**src/verilog/los_pkg.sv**
```systemverilog
// constants of the per-channel loss-of-signal monitor
// assumes a 32-bit classic wishbone slave port and one recovered line channel
package los_pkg;

  // ************************************************************
  // register map, byte addresses
  // ************************************************************
  localparam logic [7:0] ADDR_ALARM_STATUS = 8'h00;
  localparam logic [7:0] ADDR_DETECT_CTRL = 8'h04;
  localparam logic [7:0] ADDR_OUTPUT_CTRL = 8'h08;

  // channel_alarm_status fields
  localparam int ST_DRIVE_MON = 0;
  localparam int ST_DIGITAL_LOSS = 1;
  localparam int ST_ANALOG_LOSS = 2;
  localparam int ST_SIGNAL_LOSS = 3;
  localparam int ST_LOCK_LOSS = 4;

  // receive_detect_control fields
  localparam int DET_EQUALIZER_EN = 0;
  localparam int DET_ZERO_RUN_DIS = 1;
  localparam int DET_AMPLITUDE_DIS = 2;
  localparam int DET_CODEC_DIS = 3;

  // receive_output_control fields
  localparam int OUT_CLOCK_INV = 1;
  localparam int OUT_SHUTDOWN = 2;
  localparam int OUT_MUTE = 3;
  localparam int OUT_SINGLE_RAIL = 4;

  localparam logic [4:0] DETECT_CTRL_RST = 5'h00;
  localparam logic [4:0] OUTPUT_CTRL_RST = 5'h00;
  localparam logic [4:0] CTRL_WRITE_MASK = 5'h0F;
  localparam logic [4:0] OUT_WRITE_MASK = 5'h1E;

  // ************************************************************
  // detector timing, in unit intervals
  // ************************************************************
  localparam logic [7:0] ZERO_RUN_LIMIT = 8'hA0;
  localparam logic [4:0] WINDOW_LAST_BIT = 5'h1F;
  localparam logic [5:0] WINDOW_ONES_MIN = 6'h0A;
  localparam logic [2:0] GOOD_WINDOWS = 3'h4;
  localparam logic [7:0] LOSS_QUAL_UI = 8'h10;
  localparam int SYNC_STAGES = 2;

endpackage : los_pkg

```
**src/verilog/ui_if.sv**
```systemverilog
// unit-interval strobe and sampled bit shared by the channel's detectors
// assumes every signal is driven on ref_clk by the channel top
interface ui_if;
  logic tick;
  logic bit_one;

  modport src (
    output tick,
    output bit_one
  );

  modport sink (
    input tick,
    input bit_one
  );
endinterface : ui_if

```
**src/verilog/line_loss_of_signal_monitor.sv**
```systemverilog
// one receive channel: loss-of-signal detection, status, muting and rail output
// assumes a classic wishbone master on ref_clk and an analog front end with digital
// comparator outputs; the recovered line clock is sampled as an ordinary input
//
// Contract
// - E3: declare loss when the amplitude indication reaches -35 dB or lower.
// - E3: clear loss only when the amplitude indication returns to -15 dB or higher.
// - Raise the loss indicator 10 to 255 unit intervals after loss begins.
// - Drop the loss indicator 10 to 255 unit intervals after signal returns.
// - DS3: combined loss equals analog loss OR digital loss.
// - DS3/STS-1: assert analog loss when amplitude is below the declare threshold.
// - Deassert analog loss only above the higher clear threshold, giving hysteresis.
// - Status bit 2 reads one while analog loss is declared.
// - Detect-control bit 2 set stops the analog detector declaring.
// - Declare digital loss after a zero run of nominally 160 bits.
// - Clear digital loss after four consecutive 32-bit windows of ten or more ones.
// - Status bit 1 reads one while digital loss is declared.
// - Detect-control bit 1 set stops the digital detector declaring.
// - Both detector disables set means the channel never declares loss.
// - With muting on, hold both data rails at zero while loss is declared.
// - After loss clears, a muted channel passes recovered data again.
// - Output-control bit 3 set enables muting on loss for this channel.
// - Deliver recovered data in single-rail or dual-rail format as configured.
// - Loss output pin and loss status bit follow every declare and clear.
// - Raise the lock-loss output while the clock recovery loop is training.
module line_loss_of_signal_monitor (
  // clock, reset, enable
  input wire logic ref_clk,
  input wire logic reset,
  input wire logic clk_en,
  // wishbone slave
  input wire logic wb_cyc_i,
  input wire logic wb_stb_i,
  input wire logic wb_we_i,
  input wire logic [7:0] wb_adr_i,
  input wire logic [3:0] wb_sel_i,
  input wire logic [31:0] wb_dat_i,
  output logic [31:0] wb_dat_o,
  output logic wb_ack_o,
  // recovered line side
  input wire logic line_clk,
  input wire logic line_pos,
  input wire logic line_neg,
  // analog front end and clock recovery
  input wire logic amp_below_declare,
  input wire logic amp_above_clear,
  input wire logic pll_training,
  input wire logic drive_monitor_flag,
  // strap-style pins
  input wire logic e3_mode,
  input wire logic global_mute_on_loss,
  // alarms
  output logic receive_signal_loss,
  output logic receive_lock_loss,
  // terminal side
  output logic recovered_positive_rail,
  output logic recovered_negative_rail,
  output logic recovered_clock_out,
  // front end control
  output logic equalizer_enable,
  output logic line_codec_disable,
  output logic receiver_shutdown
);

  // ************************************************************
  // input synchronisers
  // ************************************************************
  localparam int NUM_SYNC = 8;

  logic [NUM_SYNC-1:0] async_in;
  logic [NUM_SYNC-1:0] meta_ff;
  logic [NUM_SYNC-1:0] sync_ff;

  assign async_in = {global_mute_on_loss, e3_mode, drive_monitor_flag, pll_training,
                     amp_above_clear, amp_below_declare, line_neg, line_pos} ;

  genvar gi;
  generate
    for (gi = 0; gi < NUM_SYNC; gi++) begin : g_sync
      always_ff @(posedge ref_clk or posedge reset) begin
        if (reset) begin
          meta_ff[gi] <= 1'b0;
          sync_ff[gi] <= 1'b0;
        end else if (clk_en) begin
          meta_ff[gi] <= async_in[gi];
          sync_ff[gi] <= meta_ff[gi];
        end
      end
    end
  endgenerate

  wire pos_s = sync_ff[0];
  wire neg_s = sync_ff[1];
  wire below_s = sync_ff[2];
  wire above_s = sync_ff[3];
  wire training_s = sync_ff[4];
  wire drive_mon_s = sync_ff[5];
  wire e3_s = sync_ff[6];
  wire global_mute_s = sync_ff[7];

  // ************************************************************
  // line clock edge finder
  // ************************************************************
  logic lclk_meta_ff;
  logic lclk_sync_ff;
  logic lclk_prev_ff;

  always_ff @(posedge ref_clk or posedge reset) begin
    if (reset) begin
      lclk_meta_ff <= 1'b0;
      lclk_sync_ff <= 1'b0;
      lclk_prev_ff <= 1'b0;
    end else if (clk_en) begin
      lclk_meta_ff <= line_clk;
      lclk_sync_ff <= lclk_meta_ff;
      lclk_prev_ff <= lclk_sync_ff;
    end
  end

  // one strobe per unit interval
  ui_if ui ();
  assign ui.tick = clk_en && lclk_sync_ff && !lclk_prev_ff;
  assign ui.bit_one = pos_s || neg_s;

  // ************************************************************
  // register file
  // ************************************************************
  logic [4:0] detect_ctrl_ff;
  logic [4:0] output_ctrl_ff;
  logic [4:0] nxt_detect_ctrl;
  logic [4:0] nxt_output_ctrl;
  logic [31:0] nxt_rd_data;
  logic ack_ff;
  logic [31:0] rd_data_ff;
  logic [4:0] alarm_status;

  wire bus_req = wb_cyc_i && wb_stb_i;
  wire wr_commit = bus_req && wb_we_i && ack_ff && wb_sel_i[0];
  wire hit_detect = wb_adr_i == los_pkg::ADDR_DETECT_CTRL;
  wire hit_output = wb_adr_i == los_pkg::ADDR_OUTPUT_CTRL;
  wire hit_status = wb_adr_i == los_pkg::ADDR_ALARM_STATUS;

  function automatic logic [4:0] merge_bits(input logic [4:0] old_v, input logic [4:0] new_v,
                                            input logic [4:0] mask);
    merge_bits = (old_v & ~mask) | (new_v & mask);
  endfunction

  assign nxt_detect_ctrl = merge_bits(detect_ctrl_ff, wb_dat_i[4:0], los_pkg::CTRL_WRITE_MASK);
  assign nxt_output_ctrl = merge_bits(output_ctrl_ff, wb_dat_i[4:0], los_pkg::OUT_WRITE_MASK);

  assign nxt_rd_data = hit_status ? {27'h0000000, alarm_status} :
                       hit_detect ? {27'h0000000, detect_ctrl_ff} :
                       hit_output ? {27'h0000000, output_ctrl_ff} : 32'h00000000;

  // ack one cycle after the request; write lands at the edge that ends the ack cycle
  always_ff @(posedge ref_clk or posedge reset) begin
    if (reset) begin
      ack_ff <= 1'b0;
      rd_data_ff <= 32'h00000000;
    end else if (clk_en) begin
      ack_ff <= bus_req && !ack_ff;
      if (bus_req && !ack_ff) begin
        rd_data_ff <= nxt_rd_data;
      end
    end
  end

  always_ff @(posedge ref_clk or posedge reset) begin
    if (reset) begin
      detect_ctrl_ff <= los_pkg::DETECT_CTRL_RST;
      output_ctrl_ff <= los_pkg::OUTPUT_CTRL_RST;
    end else if (clk_en && wr_commit) begin
      if (hit_detect) begin
        detect_ctrl_ff <= nxt_detect_ctrl;
      end
      if (hit_output) begin
        output_ctrl_ff <= nxt_output_ctrl;
      end
    end
  end

  assign wb_ack_o = ack_ff;
  assign wb_dat_o = rd_data_ff;

  wire amp_dis = detect_ctrl_ff[los_pkg::DET_AMPLITUDE_DIS];
  wire zero_dis = detect_ctrl_ff[los_pkg::DET_ZERO_RUN_DIS];
  wire chan_mute = output_ctrl_ff[los_pkg::OUT_MUTE];
  wire clk_inv = output_ctrl_ff[los_pkg::OUT_CLOCK_INV];
  wire shut_off = output_ctrl_ff[los_pkg::OUT_SHUTDOWN];
  wire single_rail = output_ctrl_ff[los_pkg::OUT_SINGLE_RAIL];

  // ************************************************************
  // analog amplitude loss with hysteresis
  // ************************************************************
  logic analog_loss_ff;

  // front end applies the e3 or ds3/sts-1 thresholds to its comparators
  always_ff @(posedge ref_clk or posedge reset) begin
    if (reset) begin
      analog_loss_ff <= 1'b0;
    end else if (clk_en) begin
      if (amp_dis) begin
        analog_loss_ff <= 1'b0;
      end else if (below_s) begin
        analog_loss_ff <= 1'b1;
      end else if (above_s) begin
        analog_loss_ff <= 1'b0;
      end
    end
  end

  // ************************************************************
  // digital loss and combined, timed indication
  // ************************************************************
  logic digital_loss;
  logic loss_declared;

  zero_run_detector u_zero_run (
    .ref_clk(ref_clk),
    .reset(reset),
    .ui(ui),
    .detector_disable(zero_dis),
    .loss_ff(digital_loss)
  );

  // e3 uses amplitude only; both disables gate the raw state at once
  wire both_dis = amp_dis && zero_dis;
  wire raw_loss = !both_dis && (e3_s ? analog_loss_ff : (analog_loss_ff || digital_loss));

  loss_timer u_loss_timer (
    .ref_clk(ref_clk),
    .reset(reset),
    .ui(ui),
    .raw_loss(raw_loss),
    .declared_ff(loss_declared)
  );

  // ************************************************************
  // alarm outputs and status
  // ************************************************************
  logic lock_loss_ff;

  always_ff @(posedge ref_clk or posedge reset) begin
    if (reset) begin
      lock_loss_ff <= 1'b0;
    end else if (clk_en) begin
      lock_loss_ff <= training_s;
    end
  end

  assign receive_signal_loss = loss_declared;
  assign receive_lock_loss = lock_loss_ff;
  assign alarm_status = {lock_loss_ff, loss_declared, analog_loss_ff, digital_loss, drive_mon_s};

  // ************************************************************
  // recovered data to the terminal
  // ************************************************************
  logic pos_out_ff;
  logic neg_out_ff;
  logic clk_out_ff;

  wire mute_en = chan_mute || global_mute_s;
  wire silence = shut_off || (mute_en && loss_declared);
  wire nxt_pos = silence ? 1'b0 : (single_rail ? ui.bit_one : pos_s);
  wire nxt_neg = silence || single_rail ? 1'b0 : neg_s;

  always_ff @(posedge ref_clk or posedge reset) begin
    if (reset) begin
      pos_out_ff <= 1'b0;
      neg_out_ff <= 1'b0;
      clk_out_ff <= 1'b0;
    end else if (clk_en) begin
      clk_out_ff <= shut_off ? 1'b0 : lclk_sync_ff ^ clk_inv;
      if (ui.tick || silence) begin
        pos_out_ff <= nxt_pos;
        neg_out_ff <= nxt_neg;
      end else if (single_rail) begin
        neg_out_ff <= 1'b0;
      end
    end
  end

  assign recovered_positive_rail = pos_out_ff;
  assign recovered_negative_rail = neg_out_ff;
  assign recovered_clock_out = clk_out_ff;
  assign equalizer_enable = detect_ctrl_ff[los_pkg::DET_EQUALIZER_EN];
  assign line_codec_disable = detect_ctrl_ff[los_pkg::DET_CODEC_DIS];
  assign receiver_shutdown = shut_off;
endmodule : line_loss_of_signal_monitor

```
**src/verilog/zero_run_detector.sv**
```systemverilog
// digital loss detector: long zero runs declare, dense windows clear
// assumes ui.tick is a one-cycle strobe per received bit, already clock-enabled
module zero_run_detector (
  // clock and reset
  input wire logic ref_clk,
  input wire logic reset,
  // bit stream
  ui_if.sink ui,
  // control and state
  input wire logic detector_disable,
  output logic loss_ff
);

  logic [7:0] zero_cnt_ff;
  logic [4:0] bit_cnt_ff;
  logic [5:0] ones_cnt_ff;
  logic [2:0] good_cnt_ff;

  wire [7:0] nxt_zero_cnt = ui.bit_one ? 8'h00 : (zero_cnt_ff == 8'hFF ? zero_cnt_ff : zero_cnt_ff + 8'h01);
  wire [5:0] ones_total = ones_cnt_ff + {5'h00, ui.bit_one};
  wire window_end = bit_cnt_ff == los_pkg::WINDOW_LAST_BIT;
  wire window_good = ones_total >= los_pkg::WINDOW_ONES_MIN;
  wire [2:0] nxt_good_cnt = window_good ? good_cnt_ff + 3'h1 : 3'h0;
  wire declare_now = nxt_zero_cnt >= los_pkg::ZERO_RUN_LIMIT;
  wire clear_now = window_end && nxt_good_cnt == los_pkg::GOOD_WINDOWS;

  always_ff @(posedge ref_clk or posedge reset) begin
    if (reset) begin
      zero_cnt_ff <= 8'h00;
      bit_cnt_ff <= 5'h00;
      ones_cnt_ff <= 6'h00;
      good_cnt_ff <= 3'h0;
    end else if (ui.tick) begin
      zero_cnt_ff <= nxt_zero_cnt;
      bit_cnt_ff <= bit_cnt_ff + 5'h01;
      ones_cnt_ff <= window_end ? 6'h00 : ones_total;
      if (window_end) begin
        good_cnt_ff <= clear_now ? 3'h0 : nxt_good_cnt;
      end
    end
  end

  // declare wins over clear in the same bit
  always_ff @(posedge ref_clk or posedge reset) begin
    if (reset) begin
      loss_ff <= 1'b0;
    end else if (detector_disable) begin
      loss_ff <= 1'b0;
    end else if (ui.tick && declare_now) begin
      loss_ff <= 1'b1;
    end else if (ui.tick && clear_now) begin
      loss_ff <= 1'b0;
    end
  end
endmodule : zero_run_detector

```
**src/verilog/loss_timer.sv**
```systemverilog
// qualifies the raw loss state over a fixed run of unit intervals
// assumes ui.tick is a one-cycle strobe per received bit, already clock-enabled
module loss_timer (
  // clock and reset
  input wire logic ref_clk,
  input wire logic reset,
  // bit timing
  ui_if.sink ui,
  // loss state
  input wire logic raw_loss,
  output logic declared_ff
);

  logic [7:0] run_cnt_ff;

  wire differs = raw_loss != declared_ff;
  wire run_done = run_cnt_ff == los_pkg::LOSS_QUAL_UI - 8'h01;

  // both edges of the indication need the same unbroken run
  always_ff @(posedge ref_clk or posedge reset) begin
    if (reset) begin
      run_cnt_ff <= 8'h00;
      declared_ff <= 1'b0;
    end else if (ui.tick) begin
      if (!differs) begin
        run_cnt_ff <= 8'h00;
      end else if (run_done) begin
        run_cnt_ff <= 8'h00;
        declared_ff <= raw_loss;
      end else begin
        run_cnt_ff <= run_cnt_ff + 8'h01;
      end
    end
  end
endmodule : loss_timer

```
**config.mk**
```make
export PLATFORM = sky130hd
export DESIGN_NAME = line_loss_of_signal_monitor
export DESIGN_NICKNAME = d
export VERILOG_FILES = /design/src/verilog/los_pkg.sv /design/src/verilog/ui_if.sv /design/src/verilog/line_loss_of_signal_monitor.sv /design/src/verilog/zero_run_detector.sv /design/src/verilog/loss_timer.sv
export SDC_FILE = /design/constraint.sdc
export NUM_CORES = 1
export LEC_CHECK = 0
export ABC_AREA = 1
export BUFFER_PORTS_ARGS = -buffer_cell sky130_fd_sc_hd__buf_2
export CAP_MARGIN = 20
export CORE_ASPECT_RATIO = 1.4
export CORE_MARGIN = 3
export CORE_UTILIZATION = 35
export CTS_CLUSTER_SIZE = 16
export DETAILED_ROUTE_END_ITERATION = 8
export GPL_ROUTABILITY_DRIVEN = 1
export PLACE_DENSITY = 0.64
export SETUP_SLACK_MARGIN = 0.3
export SYNTH_ARGS = -nofsm -noshare
export SYNTH_HDL_FRONTEND = slang
export SYNTH_SLANG_ARGS = --single-unit
```
**constraint.sdc**
```tcl
create_clock -name ref_clk -period 2.85 [get_ports ref_clk]
set_clock_uncertainty 0.2 [all_clocks]
set_input_delay 0.285 -clock ref_clk [delete_from_list [all_inputs] [get_ports ref_clk]]
set_output_delay 0.285 -clock ref_clk [all_outputs]
set_load 0.005 [all_outputs]
```
==> reports/results.ini <==
[yosys]
syn_area_um2=3540
synth_warnings=0
synthTopCellsByCount=110 x nand2_1, 70 x dfrtp_1, 49 x inv_1, 37 x o21ai_0, 32 x nor2_1
synth_fa_ha_area_share_pct=2.47
synth_area_leaders=dfrtp_1 49%, nand2_1 12%, buf_4 5.9%
synth-xor-area-share_pct=2.22
yosys.area.top_type=dfrtp_1
synth_compound_area_share_pct=10.1
synth.avg_cell_area_um2=8.38
synth_flop_cell=dfrtp_1
ys_ff_latch=70
synth_mux_area_share_pct=0.424
ys_seq_area_share_pct=49.4
syn_inst=423
synth_most_common_cell=nand2_1
synth_edf_count=0
synthArstFlopShare_pct=100
yosys.area_share.simple_pct=23.2
synth_top_family_by_area=simple AND/OR/NAND/NOR gates
synthDistinctLibCells=40
synth_top_area_share_pct=49.4

[layout]
insertedDiodeCount=0
final_cell_count_no_fill=619
design_area_um2=4230
fin_util_pct=43.8
synthToLayoutAreaGrowth_pct=19.4
drive_above_1_share_pct=15.0
nets=548

[power]
intPower_mw=2.10
max-vdd-ir-drop_mv=0.384
sw_frac_of_total_pct=28.2
fin_total_pwr_mw=2.92
pwr-share-clk_pct=38.4
p_leak_nw=2.20
p_switching_uw=822
power.density_nw_per_um2=690
p_comb_share_pct=17.1
seqPwrFrac_pct=44.5

[sta]
rsz0062_at_grt=no
slew_headroom_pct=47.5
setup_tns_ns=0
setup_violations=0
finalCriticalPeriod_ns=2.25
max_freq_mhz=444
slew_viol_final=0
timing.final.ws_setup_ns=0.597
tightest_slew_ns=0.786
final_hold_viol_count=0
fin_hold_ws_ns=0.0294
period_share_pct=79.0

[cts]
cts_resized=0
cts_tree=yes
cts_buffers=9
cts.sinks=70
clk_pin_slew_ns=0.05
cts_htree_levels=3
clock_latency_ns=0.33
post_cts_buffers=0
clockBufferDepth=2
cts.root.buffer_cell=clkbuf_16

[floorplan]
coreArea_um2=9670
die_w_um=91.0
die_h_um=125
start_util_pct=36.6
ioPinCount=100
row_count=42
dieArea_um2=11400

[routing]
avgViaCountPerCell=4.61
wire_per_inst_um=11.5
postRouteAntennaNets=0
top_layer_used=met4
dr.pass1.iters=4
drtIter0Drc=137
wl_met2_mm=3.78
wl_met3_um=298
routedLengthMet1_mm=2.88
vias=2855
wl_mm=7.10
drc=0

[critical_path]
slowest_stage=dfrtp_1
cp.depth=15
worst_path_largest_cell_delay_ns=0.40
worst_ep_required_time_ns=2.87
start_kind=flip-flop
path_max_fanout=5
r2r_cells=15
cp_cell_sequence=nor2_1 -> inv_1 -> ha_1 -> nand2_1 -> inv_1 -> nand2_1 -> nand2_1 -> inv_1 -> nand2_1 -> nand3_2 -> nand2_1 -> nor2_1 -> nand3_1 -> nand2_1 -> a21oi_1
crit_type=reg -> reg
cpMostUsedCell=nand2_1
cp-end-kind=flip-flop
path_buf_inv=3
worst_path_dominant_cell_family=simple AND/OR/NAND/NOR gates
worstPathArrival_ns=2.27

[place]
numPortBuffers=42
placed_cell_area_um2=3810
dpl.hpwl_mm=5.21
post-place-cells=591
dp_slack_ns=0.607
place_congestion=0.798

[worst_hold_path]
worstHoldPathType=in -> reg
hold_path_depth=3

[outcome]
status=finished clean

[global_route]
antenna_found_initial=0
grt-ovfl-total=0
track_usage_pct=13.2
grt_first_pass_wirelength_mm=12.3
grt_max_degree=38
grt_pass1_vias=2792

[flow_run]
cap_violations=0

-- worst paths after layout --
| path | from | slack [ns] | endpoint |
|---|---|---|---|
| worst min-delay path | wb_dat_i[2] | 0.03 | detect_ctrl_ff[2]$_DFFE_PP0P_ |
| min in group asynchronous | reset | 0.44 | recovered_positive_rail$_DFFE_PP0P_ |
| worst max register to register | pos_s$_DFFE_PP0P_ | 0.60 | u_zero_run.loss_ff$_DFFE_PP0P_ |
| max in group asynchronous | reset | 1.37 | u_loss_timer.run_cnt_ff[0]$_DFFE_PP0P_ |
| worst min register to register | meta_ff[2]$_DFFE_PP0P_ | 0.27 | meta_ff[2]$_DFFE_PP0P_ |
| worst max-delay path | pos_s$_DFFE_PP0P_ | 0.60 | u_zero_run.loss_ff$_DFFE_PP0P_ |
-- cells by family after synthesis --
group                    after synthesis
AND/OR/NAND/NOR                      185
buffers and inverters                 85
flip-flops                            70
AO/OA/AOI/OAI                         65
XOR/XNOR                               9
adder cells (fa/ha/maj)                7
other                                  1
multiplexers                           1
-- worst min-delay path: cells and delay by family --
family          cells  cell delay, ns
compound gates      1            0.08
buf+inv             2            0.15
-- cell type report --
| class | instances | area [µm²] |
|---|---|---|
| Clock buffer | 12 | 256 |
| Clock inverter | 4 | 45.0 |
| Fill cell | 967 | 5440 |
| Inverter | 51 | 191 |
| Multi-Input combinational cell | 294 | 1460 |
| Sequential cell | 70 | 1750 |
| Tap cell | 132 | 165 |
| Timing Repair Buffer | 56 | 358 |
-- routing by layer --
metal	GRT usage (%)	up-vias
li1	-	1414
met1	14.4	1366
met2	24.2	64
met3	2.64	11
met4	6.48	0
met5	0	-
-- power groups by stage --
stage               registers [mW]  clock network [mW]  logic (mW)
floorplan                     1.28                   0       0.394
global placement              1.30                   0       0.469
detailed placement            1.31                   0       0.489
CTS                           1.30                1.15       0.506
global route                  1.32                1.18       0.586
finish                        1.30                1.12       0.498
-- sequential cells by signal (all words and copies together), names as in the netlist, 3 cells and up --
register,flops
u_zero_run.good_cnt_ff,3
u_loss_timer.run_cnt_ff,8
detect_ctrl_ff,4
u_zero_run.ones_cnt_ff,6
wb_dat_o,5
u_zero_run.zero_cnt_ff,8
u_zero_run.bit_cnt_ff,5
meta_ff,8
output_ctrl_ff,4
-- cell usage in the layout, fill, tap and decap left out, types with 2 or more instances in the layout --
cell,count
dlygate4sd3_1,12
inv_2,3
xnor2_1,6
nand3_1,19
clkbuf_16,9
nor3_1,6
nor2_1,32
o31ai_1,2
buf_2,42
a31oi_1,3
ha_1,7
a21oi_1,12
conb_1,27
o22ai_1,4
clkbuf_8,2
o21ai_0,37
nand4_1,3
nor3b_1,2
clkinv_2,3
inv_1,48
nand2_2,2
and3_1,2
dfrtp_1,70
xor2_1,3
nand2_1,110
-- repair_timing --
| item | 4_1_cts | 5_1_grt |
|---|---|---|
| endpoints found under the setup margin | 0 | 0 |
| hold buffers | 12 | 0 |
| endpoints found under the hold margin | 47 | 0 |
(Power assumes the default switching activity.)
